<file path="src/pll_clock_pkg.sv">
// constants shared by the clock generator control logic
package pll_clock_pkg;
    // register offsets on the plain register port
    localparam logic [1:0] ADDR_CONTROL = 2'h0;
    localparam logic [1:0] ADDR_BANDWIDTH = 2'h1;
    localparam logic [1:0] ADDR_PROGRAMMING = 2'h2;

    // pll_control fields
    localparam int CTL_IRQ_EN_BIT = 7;
    localparam int CTL_FLAG_BIT = 6;
    localparam int CTL_LOOP_EN_BIT = 5;
    localparam int CTL_SEL_BIT = 4;
    localparam logic [3:0] CTL_UNUSED_VAL = 4'hf;

    // pll_bandwidth_control fields
    localparam int BW_AUTO_BIT = 7;
    localparam int BW_LOCK_BIT = 6;
    localparam int BW_ACQ_BIT = 5;
    localparam int BW_XLD_BIT = 4;
    localparam logic [3:0] BW_TEST_VAL = 4'h0;

    // pll_programming fields
    localparam int PRG_MUL_LSB = 4;
    localparam int PRG_VRS_LSB = 0;

    // reset values
    localparam logic RST_IRQ_EN = 1'b0;
    localparam logic RST_LOOP_EN = 1'b1;
    localparam logic RST_SEL = 1'b0;
    localparam logic RST_AUTO = 1'b0;
    localparam logic RST_ACQ = 1'b0;
    localparam logic [3:0] RST_MUL = 4'h6;
    localparam logic [3:0] RST_VRS = 4'h6;

    // source switch waits this many edges of each source clock
    localparam logic [1:0] SWITCH_EDGES = 2'h3;

    typedef enum logic [1:0] {
        SRC_RUN = 2'b01,
        SRC_SWITCH = 2'b10
    } src_state_e;
endpackage

</file>
<file path="src/pll_clock_gen_control.sv">
// register and base clock control of the pll clock generator
//
// What this block does
// - irq enable frozen, reads zero in manual mode
// - lock toggle sets flag; flag and enable raise irq
// - flag reads zero in manual mode
// - a control register read clears the flag, unless a lock toggle sets it that cycle
// - loop enable cannot clear while vco selected
// - select cannot set while loop is off
// - source switch waits three edges each (crystal only while loop off), output held
// - reset and stop clear the select bit
// - base clock is selected source halved, 50% duty
// - low control bits read as ones
// - auto bandwidth bit read/write, reset clears
// - lock bit live in auto, zero in manual
// - tracking bit status in auto, control in manual
// - manual tracking value kept across auto mode
// - crystal loss bit reads one when armed by a write and crystal idle
// - crystal loss reads zero unless vco selected
// - multiplier zero means one, reset six
// - multiplier unwritable while loop enabled
// - range unwritable while loop enabled, reset six
// - zero range disables loop and forces crystal
// - multiplier upper nibble, range lower nibble
//
// The address-and-strobe port and the placing of the registers were decided locally.
`timescale 1ns/1ps
module pll_clock_gen_control (
    input wire logic clock_i, // 250 mhz system clock
    input wire logic rstn_i, // async reset, active low
    input wire logic [1:0] addr_i, // register address
    input wire logic [7:0] wdata_i, // write data
    input wire logic wr_i, // write strobe
    input wire logic rd_i, // read strobe
    output logic [7:0] rdata_o, // read data, cycle after rd_i
    input wire logic crystal_clk_i, // crystal oscillator clock
    input wire logic vco_clk_i, // vco clock
    input wire logic lock_det_i, // analog lock detector
    input wire logic track_det_i, // analog tracking detector
    input wire logic osc_enable_in_i, // oscillator enable
    input wire logic stop_i, // stop instruction executing
    output logic base_clk_out_o, // base clock
    output logic lock_irq_o, // cpu interrupt request
    output logic loop_on_o, // loop running
    output logic filter_track_o, // filter in tracking mode
    output logic [3:0] feedback_div_o, // feedback divider n
    output logic [3:0] vco_range_o // vco range l
);
    ////////////////////////////////////////////////////////////////////////
    function automatic logic [3:0] eff_mult(input logic [3:0] m);
        eff_mult = (m == 4'h0) ? 4'h1 : m;
    endfunction

    ////////////////////////////////////////////////////////////////////////
    // synchronisers; the first stage feeds only the second
    logic x_s1_r, x_s2_r, x_s3_r;
    logic v_s1_r, v_s2_r, v_s3_r;
    logic lk_s1_r, lk_s2_r, lk_s3_r;
    logic tk_s1_r, tk_s2_r;

    always_ff @(posedge clock_i or negedge rstn_i) begin
        if (!rstn_i) begin
            x_s1_r <= 1'b0;
            x_s2_r <= 1'b0;
            x_s3_r <= 1'b0;
            v_s1_r <= 1'b0;
            v_s2_r <= 1'b0;
            v_s3_r <= 1'b0;
            lk_s1_r <= 1'b0;
            lk_s2_r <= 1'b0;
            lk_s3_r <= 1'b0;
            tk_s1_r <= 1'b0;
            tk_s2_r <= 1'b0;
        end else begin
            x_s1_r <= crystal_clk_i;
            x_s2_r <= x_s1_r;
            x_s3_r <= x_s2_r;
            v_s1_r <= vco_clk_i;
            v_s2_r <= v_s1_r;
            v_s3_r <= v_s2_r;
            lk_s1_r <= lock_det_i;
            lk_s2_r <= lk_s1_r;
            lk_s3_r <= lk_s2_r;
            tk_s1_r <= track_det_i;
            tk_s2_r <= tk_s1_r;
        end
    end

    logic x_edge, v_edge;
    assign x_edge = x_s2_r & ~x_s3_r;
    assign v_edge = v_s2_r & ~v_s3_r;

    ////////////////////////////////////////////////////////////////////////
    // register file
    logic irq_en_r, irq_en_nxt;
    logic flag_r, flag_nxt;
    logic loop_en_r, loop_en_nxt;
    logic sel_r, sel_nxt;
    logic auto_r, auto_nxt;
    logic acq_man_r, acq_man_nxt;
    logic xld_r, xld_nxt;
    logic [3:0] mul_r, mul_nxt;
    logic [3:0] vrs_r, vrs_nxt;
    logic [7:0] rdata_r, rdata_nxt;
    logic irq_r, irq_nxt;
    logic loop_on_r, loop_on_nxt;
    logic track_r, track_nxt;
    logic [3:0] fb_div_r, fb_div_nxt;

    logic wr_ctl, wr_bw, wr_prg, rd_ctl, lock_toggle, vrs_zero;
    assign wr_ctl = wr_i && (addr_i == pll_clock_pkg::ADDR_CONTROL);
    assign wr_bw = wr_i && (addr_i == pll_clock_pkg::ADDR_BANDWIDTH);
    assign wr_prg = wr_i && (addr_i == pll_clock_pkg::ADDR_PROGRAMMING);
    assign rd_ctl = rd_i && (addr_i == pll_clock_pkg::ADDR_CONTROL);
    assign lock_toggle = auto_r && (lk_s2_r ^ lk_s3_r);
    assign vrs_zero = (vrs_r == 4'h0);

    always_comb begin
        irq_en_nxt = irq_en_r;
        flag_nxt = flag_r;
        loop_en_nxt = loop_en_r;
        sel_nxt = sel_r;
        auto_nxt = auto_r;
        acq_man_nxt = acq_man_r;
        xld_nxt = xld_r;
        mul_nxt = mul_r;
        vrs_nxt = vrs_r;
        rdata_nxt = 8'h00;
        if (wr_ctl) begin
            if (auto_r) begin
                irq_en_nxt = wdata_i[pll_clock_pkg::CTL_IRQ_EN_BIT];
            end
            // clearing the loop is refused while the vco drives the output
            loop_en_nxt = wdata_i[pll_clock_pkg::CTL_LOOP_EN_BIT] | sel_r;
            // old loop enable is used, so enabling and selecting take two writes
            sel_nxt = wdata_i[pll_clock_pkg::CTL_SEL_BIT] & loop_en_r;
        end
        if (stop_i || vrs_zero) begin
            sel_nxt = 1'b0;
        end
        if (rd_ctl) begin
            flag_nxt = 1'b0;
        end
        if (lock_toggle) begin
            flag_nxt = 1'b1; // set beats a same-cycle read clear
        end
        if (wr_bw) begin
            auto_nxt = wdata_i[pll_clock_pkg::BW_AUTO_BIT];
            if (!auto_r) begin
                acq_man_nxt = wdata_i[pll_clock_pkg::BW_ACQ_BIT];
            end
        end
        // any crystal edge seen while armed proves the reference alive
        if (!sel_r) begin
            xld_nxt = 1'b0;
        end else if (wr_bw && wdata_i[pll_clock_pkg::BW_XLD_BIT]) begin
            xld_nxt = 1'b1;
        end else if (x_edge) begin
            xld_nxt = 1'b0;
        end
        if (wr_prg && !loop_en_r) begin
            mul_nxt = wdata_i[pll_clock_pkg::PRG_MUL_LSB +: 4];
            vrs_nxt = wdata_i[pll_clock_pkg::PRG_VRS_LSB +: 4];
        end
        if (rd_i) begin
            case (addr_i)
                pll_clock_pkg::ADDR_CONTROL: begin
                    rdata_nxt = {irq_en_r & auto_r, flag_r & auto_r,
                                 loop_en_r, sel_r, pll_clock_pkg::CTL_UNUSED_VAL};
                end
                pll_clock_pkg::ADDR_BANDWIDTH: begin
                    rdata_nxt = {auto_r, lk_s2_r & auto_r,
                                 auto_r ? tk_s2_r : acq_man_r,
                                 xld_r & sel_r, pll_clock_pkg::BW_TEST_VAL};
                end
                pll_clock_pkg::ADDR_PROGRAMMING: begin
                    rdata_nxt = {mul_r, vrs_r};
                end
                default: begin
                    rdata_nxt = 8'h00;
                end
            endcase
        end
        irq_nxt = flag_r && irq_en_r && auto_r && !stop_i;
        loop_on_nxt = loop_en_r && !vrs_zero && osc_enable_in_i && !stop_i;
        track_nxt = auto_r ? tk_s2_r : acq_man_r;
        fb_div_nxt = eff_mult(mul_r);
    end

    always_ff @(posedge clock_i or negedge rstn_i) begin
        if (!rstn_i) begin
            irq_en_r <= pll_clock_pkg::RST_IRQ_EN;
            flag_r <= 1'b0;
            loop_en_r <= pll_clock_pkg::RST_LOOP_EN;
            sel_r <= pll_clock_pkg::RST_SEL;
            auto_r <= pll_clock_pkg::RST_AUTO;
            acq_man_r <= pll_clock_pkg::RST_ACQ;
            xld_r <= 1'b0;
            mul_r <= pll_clock_pkg::RST_MUL;
            vrs_r <= pll_clock_pkg::RST_VRS;
            rdata_r <= 8'h00;
            irq_r <= 1'b0;
            loop_on_r <= 1'b0;
            track_r <= 1'b0;
            fb_div_r <= pll_clock_pkg::RST_MUL;
        end else begin
            irq_en_r <= irq_en_nxt;
            flag_r <= flag_nxt;
            loop_en_r <= loop_en_nxt;
            sel_r <= sel_nxt;
            auto_r <= auto_nxt;
            acq_man_r <= acq_man_nxt;
            xld_r <= xld_nxt;
            mul_r <= mul_nxt;
            vrs_r <= vrs_nxt;
            rdata_r <= rdata_nxt;
            irq_r <= irq_nxt;
            loop_on_r <= loop_on_nxt;
            track_r <= track_nxt;
            fb_div_r <= fb_div_nxt;
        end
    end

    ////////////////////////////////////////////////////////////////////////
    // base clock: selected source halved, frozen during a source change
    pll_clock_pkg::src_state_e state_r, state_nxt;
    logic cur_src_r, cur_src_nxt;
    logic [1:0] xcnt_r, xcnt_nxt, vcnt_r, vcnt_nxt;
    logic base_r, base_nxt;
    logic src_edge, switch_done;
    assign src_edge = cur_src_r ? v_edge : x_edge;
    // a stopped vco cannot be waited for, so only the crystal count gates then
    assign switch_done = (xcnt_r == pll_clock_pkg::SWITCH_EDGES)
                         && ((vcnt_r == pll_clock_pkg::SWITCH_EDGES) || !loop_on_r);

    always_comb begin
        state_nxt = state_r;
        cur_src_nxt = cur_src_r;
        xcnt_nxt = xcnt_r;
        vcnt_nxt = vcnt_r;
        base_nxt = base_r;
        case (state_r)
            pll_clock_pkg::SRC_RUN: begin
                if (sel_r != cur_src_r) begin
                    state_nxt = pll_clock_pkg::SRC_SWITCH;
                    xcnt_nxt = 2'h0;
                    vcnt_nxt = 2'h0;
                end else if (src_edge && osc_enable_in_i) begin
                    base_nxt = ~base_r;
                end
            end
            pll_clock_pkg::SRC_SWITCH: begin
                if (x_edge && xcnt_r != pll_clock_pkg::SWITCH_EDGES) begin
                    xcnt_nxt = xcnt_r + 2'h1;
                end
                if (v_edge && vcnt_r != pll_clock_pkg::SWITCH_EDGES) begin
                    vcnt_nxt = vcnt_r + 2'h1;
                end
                if (switch_done) begin
                    state_nxt = pll_clock_pkg::SRC_RUN;
                    cur_src_nxt = sel_r;
                end
            end
            default: begin
                state_nxt = pll_clock_pkg::SRC_RUN;
            end
        endcase
        if (stop_i) begin
            base_nxt = 1'b0;
        end
    end

    always_ff @(posedge clock_i or negedge rstn_i) begin
        if (!rstn_i) begin
            state_r <= pll_clock_pkg::SRC_RUN;
            cur_src_r <= 1'b0;
            xcnt_r <= 2'h0;
            vcnt_r <= 2'h0;
            base_r <= 1'b0;
        end else begin
            state_r <= state_nxt;
            cur_src_r <= cur_src_nxt;
            xcnt_r <= xcnt_nxt;
            vcnt_r <= vcnt_nxt;
            base_r <= base_nxt;
        end
    end

    assign rdata_o = rdata_r;
    assign base_clk_out_o = base_r;
    assign lock_irq_o = irq_r;
    assign loop_on_o = loop_on_r;
    assign filter_track_o = track_r;
    assign feedback_div_o = fb_div_r;
    assign vco_range_o = vrs_r;
endmodule

</file>
<file path="config.mk">
export PLATFORM = sky130hd
export DESIGN_NAME = pll_clock_gen_control
export DESIGN_NICKNAME = d
export VERILOG_FILES = /design/src/pll_clock_pkg.sv /design/src/pll_clock_gen_control.sv
export SDC_FILE = /design/constraint.sdc
export NUM_CORES = 1
export LEC_CHECK = 0
export BUFFER_PORTS_ARGS = -buffer_cell sky130_fd_sc_hd__buf_4
export CORE_MARGIN = 3
export CORE_UTILIZATION = 30
export DETAILED_ROUTE_END_ITERATION = 7
export PLACE_DENSITY_LB_ADDON = 0.12
export SLEW_MARGIN = 20
export SYNTH_ARGS = -nofsm -noshare
export SYNTH_HDL_FRONTEND = slang
export SYNTH_SLANG_ARGS = --single-unit
export TNS_END_PERCENT = 100
</file>
<file path="constraint.sdc">
create_clock -name clock_i -period 1.7 [get_ports clock_i]
set_clock_uncertainty 0.1 [all_clocks]
set_input_delay 0.51 -clock clock_i [delete_from_list [all_inputs] [get_ports clock_i]]
set_output_delay 0.51 -clock clock_i [all_outputs]
set_load 0.01 [all_outputs]
</file>
==> metrics.txt, run 1 <==
Layout Nets=217; antenna cells=0; CTS sink cnt=49; share of the synthesized area in the top cell type=52.4%; dominant synthesized flop cell=dfrtp_1; most common cell in the netlist=dfrtp_1; worst slew pin tran=470 ps; Iter 0 DRT Violations=56; TritonRoute pass-1 iters=4; DP Worst Slack=106 ps; die width=86.8 um; effective utilization at floorplan=31.9%; share of cells above drive strength 1=36.2%; Max H-tree Level=2; Fmax=628 MHz; final routed DRC violation total=0; cells after synthesis=152; Synth cell types=40; largest family of logic cells by synthesized area=simple AND/OR/NAND/NOR gates; status=finished clean; Sum Neg Setup Slack=0 ps; worst-path cell chain=buf_4; post-synthesis register bit count=49; total die area=7530 sq um; worst-path fanout max=3; HP Class=in -> reg; sequential fraction of the synthesis area=63.2%; total power draw=2710 uW; main area contributors after synthesis=dfrtp_1 (52%), dfstp_2 (11%), mux2_2 (5.8%); Port Buf Inserts=39; Hold Fails Final Rpt=0; final wirelength=4010 um; cell family with most CP delay=flip-flops; clock root buffer=clkbuf_8; Post-synth top cells=dfrtp_1 (41), nand2_1 (11), mux2_2 (10), o21ai_0 (10), inv_1 (9); io pins=40; XOR/XNOR Fraction of Synth Area=1.28%; Final Core Density=39.7%; Worst-Skew Late Latency=300 ps; PD cells=1120 nW/um^2; Mapped Area=1960 sq um; Post-Synthesis Net Count=174; simple logic cell fraction of the synthesized area=13.0%; Period minus WS final=1590 ps; Worst Setup Start Kind=flop; Hold Buf Count CTS=1; area delta synth->final=24.3%; CTS-repair resized insts=0; Routed WL per cell=14.8 um; Final setup viols=0; critical path's slowest cell=dfstp_2; grt total ovfl=0; mean area per synthesized cell=12.9 sq um; vias in the first global route=1317; EDFF count, synth=0; post-CTS setup buffer count=0; leakage=0.00111 uW; RSZ-0062 raised after global routing=false; Post-DP HPWL=3000 um; Post-DRT Antenna Nets=0; initial antenna violation count=0; first-pass GRT wire length=6680 um; Setup crit end kind=output pin; yosys warns=0; Adder-Cell Fraction of Synth Area=1.28%; CP Data Required Time=1090 ps; ys async rst share=100%; class of the most critical setup path=reg -> out; CTS tree=done; Max Cap Violations=0; Max-Slew Margin vs Limit=68.4%; CTS Buf Count=5; Core Region=6130 sq um; WP buf/inv=1; worst vdd ir=0.519 mV; cell taking the most area after synthesis=dfrtp_1; period utilisation layout=93.6%; Vias/cell=4.72; Slew Viols, Final=0; CP peak stage delay=560 ps; clk slew on worst S/H paths=90 ps; Std-Cell Rows=28; largest net degree at the start of global routing=32; die extent in y=86.8 um; vias=1278; RD Place Congestion=0.737; Compound-Gate Fraction of Synth Area=8.31%; post-synthesis mux area share=8.89%; Bufs on Longest Clock Path=2; GRT Total Usage=11.6%; final setup margin=109 ps; Crit path arrival time=980 ps
-- per-stage QoR --
step / cell area [sq um] / hold WS (ps) / std cells
after floorplan: 1960 / 114 / 152
after global placement: 2330 / 233 / 262
after detailed placement: 2330 / 236 / 262
after CTS: 2430 / 200 / 271
after global routing: 2430 / 189 / 271
final: 2430 / 211 / 271
-- power by group --
group / total (uW) / internal (uW) / switching, uW
registers: 1520 / 1390 / 134
clock network: 699 / 332 / 367
logic: 496 / 272 / 224
total: 2710 / 1990 / 724
-- registers in the layout, summed over array words and instances (netlist names), 2 cells and up --
| signal | flops |
|---|---|
| mul_r | 4 |
| vcnt_r | 2 |
| vco_range_o | 4 |
| feedback_div_o | 4 |
| xcnt_r | 2 |
| rdata_o | 8 |
| state_r | 2 |
-- logic make-up after synthesis --
group | count (synthesis)
adders and majority gates | 2
muxes | 16
DFF | 49
xor gates and xnor gates | 2
and+or+nand+nor | 41
AOI/OAI and AO/OA | 26
buffers and inverters | 16
-- per-layer routing --
layer  wire length (um)  share of wire, %  vias up  track usage, %
met4                 65               1.6        0            4.25
met5                  0                 0        -               0
li1                   -                 -      611               -
met3                231               5.8        6            3.33
met2               1800                45       38            17.4
met1               1910                48      623            15.9
-- cell type report --
| type | instances | area, sq um |
|---|---|---|
| Fill cell | 578 | 3700 |
| Sequential cell | 49 | 1240 |
| Multi-Input combinational cell | 87 | 641 |
| Timing Repair Buffer | 43 | 338 |
| Tap cell | 75 | 93.8 |
| Clock buffer | 8 | 90.1 |
| Inverter | 9 | 33.8 |
-- path summary, 6_finish.rpt --
check / slack (ps) / cells past startpoint / endpoint / from
setup / recovery: 110 / 1 / vco_range_o[1] / vco_range_o[1]$_DFFE_PN1P_
hold / removal: 210 / 1 / x_s1_r$_DFF_PN0_ / crystal_clk_i
setup reg to reg: 250 / 3 / vcnt_r[0]$_DFFE_PN0P_ / vcnt_r[0]$_DFFE_PN0P_
hold reg to reg: 250 / 0 / lk_s2_r$_DFF_PN0_ / lk_s1_r$_DFF_PN0_
max in group asynchronous: 460 / 3 / vco_range_o[2]$_DFFE_PN1P_ / rstn_i
min in group asynchronous: 530 / 2 / rdata_o[4]$_DFF_PN0_ / rstn_i
-- placed cells by master, fill, tap and decap left out, drive strengths merged, types with 2 or more instances in the layout --
| cell type | Yosys | routed |
|---|---|---|
| buf | 3 | 42 |
| dfrtp | 41 | 41 |
| nand2 | 11 | 11 |
| mux2 | 11 | 11 |
| o21ai | 10 | 10 |
| inv | 9 | 9 |
| dfstp | 8 | 8 |
| clkbuf | 4 | 8 |
| nand2b | 5 | 5 |
| a21oi | 5 | 5 |
| nor2b | 5 | 5 |
| mux2i | 5 | 5 |
| nor2 | 4 | 4 |
| nor3 | 3 | 3 |
| a32oi | 2 | 2 |
| nand3 | 2 | 2 |
| a21boi | 2 | 2 |
| o2111ai | 2 | 2 |
| ha | 2 | 2 |
| nor3b | 2 | 2 |
Power figures use the tool's default switching activity.
==> run 2: changes to the inputs <==
--- a/config.mk
+++ b/config.mk
@@ -8,6 +8,7 @@
 export BUFFER_PORTS_ARGS = -buffer_cell sky130_fd_sc_hd__buf_4
 export CORE_MARGIN = 3
 export CORE_UTILIZATION = 30
+export CTS_BUF_LIST = sky130_fd_sc_hd__clkbuf_8 sky130_fd_sc_hd__clkbuf_16
 export DETAILED_ROUTE_END_ITERATION = 7
 export PLACE_DENSITY_LB_ADDON = 0.12
 export SLEW_MARGIN = 20
==> run 2 against run 1 <==
Effect of this change:
- non-clock buffer count did not move
- die area did not move
- final area did not move
- sequential share of layout area did not move
- utilization did not move
- sequential cell count did not move
- critical path depth did not move
- sequential power barely moved
- critical path type unchanged
- largest cell class unchanged
==> metrics.txt, run 2 (same netlist as run 1, synthesis figures left out) <==
status=finished clean; clock root buffer=clkbuf_8; worst slew pin tran=470 ps; Sum Neg Setup Slack=0 ps; period utilisation layout=93.6%; final wirelength=4010 um; RSZ-0062 raised after global routing=false; Flop pwr share=56.2%; Worst-Skew Late Latency=300 ps; Slew Viols, Final=0; CP Data Required Time=1090 ps; Hold WS=210 ps; final routed DRC violation total=0; Post-DP HPWL=3000 um; Crit path arrival time=980 ps; Layout Nets=217; post-CTS setup buffer count=0; Period minus WS final=1590 ps; Core Region=6130 sq um; CTS sink cnt=49; class of the most critical setup path=reg -> out; Port Buf Inserts=39; first-pass GRT wire length=6680 um; CP peak stage delay=560 ps; most frequent cells in the layout=dfrtp_1 (41), buf_4 (41), inv_1 (11), nand2_1 (11); Post-DRT Antenna Nets=0; PD cells=1110 nW/um^2; share of cells above drive strength 1=36.2%; Iter 0 DRT Violations=62; Max Cap Violations=0; Vias/cell=4.71; cell family with most CP delay=flip-flops; Fmax=628 MHz; worst-path fanout max=3; Layout Cells excl Fill=271; largest net degree at the start of global routing=32; Worst Setup Start Kind=flop; die width=86.8 um; Setup crit end kind=output pin; HP Class=in -> reg; worst-path cell chain=buf_4; CTS Buf Count=5; clock group share of total power=25.5%; antenna cells=0; P_int=1980 uW; Max-Slew Margin vs Limit=68.4%; sw frac=26.8%; total die area=7530 sq um; io pins=40; clk slew on worst S/H paths=90 ps; die extent in y=86.8 um; Largest register FFs=8; vias in the first global route=1317; critical path's slowest cell=dfstp_2; TritonRoute pass-1 iters=4; Max H-tree Level=2; Std-Cell Rows=28; area delta synth->final=24.3%; Switch Pwr=725 uW; leakage=0.00112 uW; GRT Total Usage=11.6%; Hold Fails Final Rpt=0; Final setup viols=0; WP buf/inv=1; RD Place Congestion=0.737; grt total ovfl=0; effective utilization at floorplan=31.9%; CTS tree=done; vias=1277; combinational share of power=18.3%; worst vdd ir=0.519 mV; Fillers=578; initial antenna violation count=0; Routed WL per cell=14.8 um; Bufs on Longest Clock Path=2; placed cells=262
-- run 2: cell types whose count changed in the layout (fill, tap and decap cells not counted), sizes merged --
cell / before / now
clkbuf: 8 / 6
inv: 9 / 11
-- run 2: cell type report --
type | count | area (sq um) | share of cell area (%)
inverters | 9 | 33.8 | 1.39
multi-input cells | 87 | 641 | 26.3
repair buffers | 43 | 338 | 13.9
well taps | 75 | 93.8 | 3.86
clock buffers | 6 | 82.6 | 3.40
clock inverters | 2 | 7.51 | 0.309
flip-flops and latches | 49 | 1240 | 50.8
-- run 2: power by group through the flow --
stage          clock network [uW]  logic, uW  registers [uW]
5_1_grt                       768        546            1540
3_5_place_dp                    0        504            1540
4_1_cts                       719        507            1520
2_1_floorplan                   0        215            1540
6_report                      688        496            1520
3_3_place_gp                    0        495            1540
-- run 2: metrics by stage --
| step | cell area, sq um | power, uW | util (%) | setup WS (ps) |
|---|---|---|---|---|
| 4_1_cts | 2430 | 2750 | 39.7 | 86.4 |
| 3_3_place_gp | 2330 | 2040 | 38.0 | 137 |
| 6_report | 2430 | 2700 | 39.7 | 109 |
| 2_1_floorplan | 1960 | 1760 | - | 98.3 |
| 3_5_place_dp | 2330 | 2050 | 38.0 | 106 |
| 5_1_grt | 2430 | 2860 | 39.7 | 64.4 |
-- run 2: worst paths after layout --
path                                                  from                          to  slack, ps  cells past startpoint
worst max-delay path            vco_range_o[1]$_DFFE_PN1P_              vco_range_o[1]        110                      1
worst min-delay path                         crystal_clk_i            x_s1_r$_DFF_PN0_        210                      1
worst max register to register       vcnt_r[0]$_DFFE_PN0P_       vcnt_r[0]$_DFFE_PN0P_        250                      3
worst min register to register           lk_s1_r$_DFF_PN0_           lk_s2_r$_DFF_PN0_        250                      0
max in group asynchronous                           rstn_i  vco_range_o[2]$_DFFE_PN1P_        460                      3
min in group asynchronous                           rstn_i        rdata_o[7]$_DFF_PN0_        530                      2
-- run 2: layer usage --
layer	vias to the layer above	global-route usage [%]	wire length (um)	share of wire [%]
li1	611	-	-	-
met2	38	17.4	1810	45
met3	6	3.33	231	5.8
met4	0	4.25	65	1.6
met1	622	15.9	1900	48
met5	-	0	0	0
-- run 2: repair_timing --
item	4_1_cts	5_1_grt
gates resized for setup	0	0
endpoints found under the hold margin	16	0
hold buffers	1	0
endpoints found under the setup margin	0	0
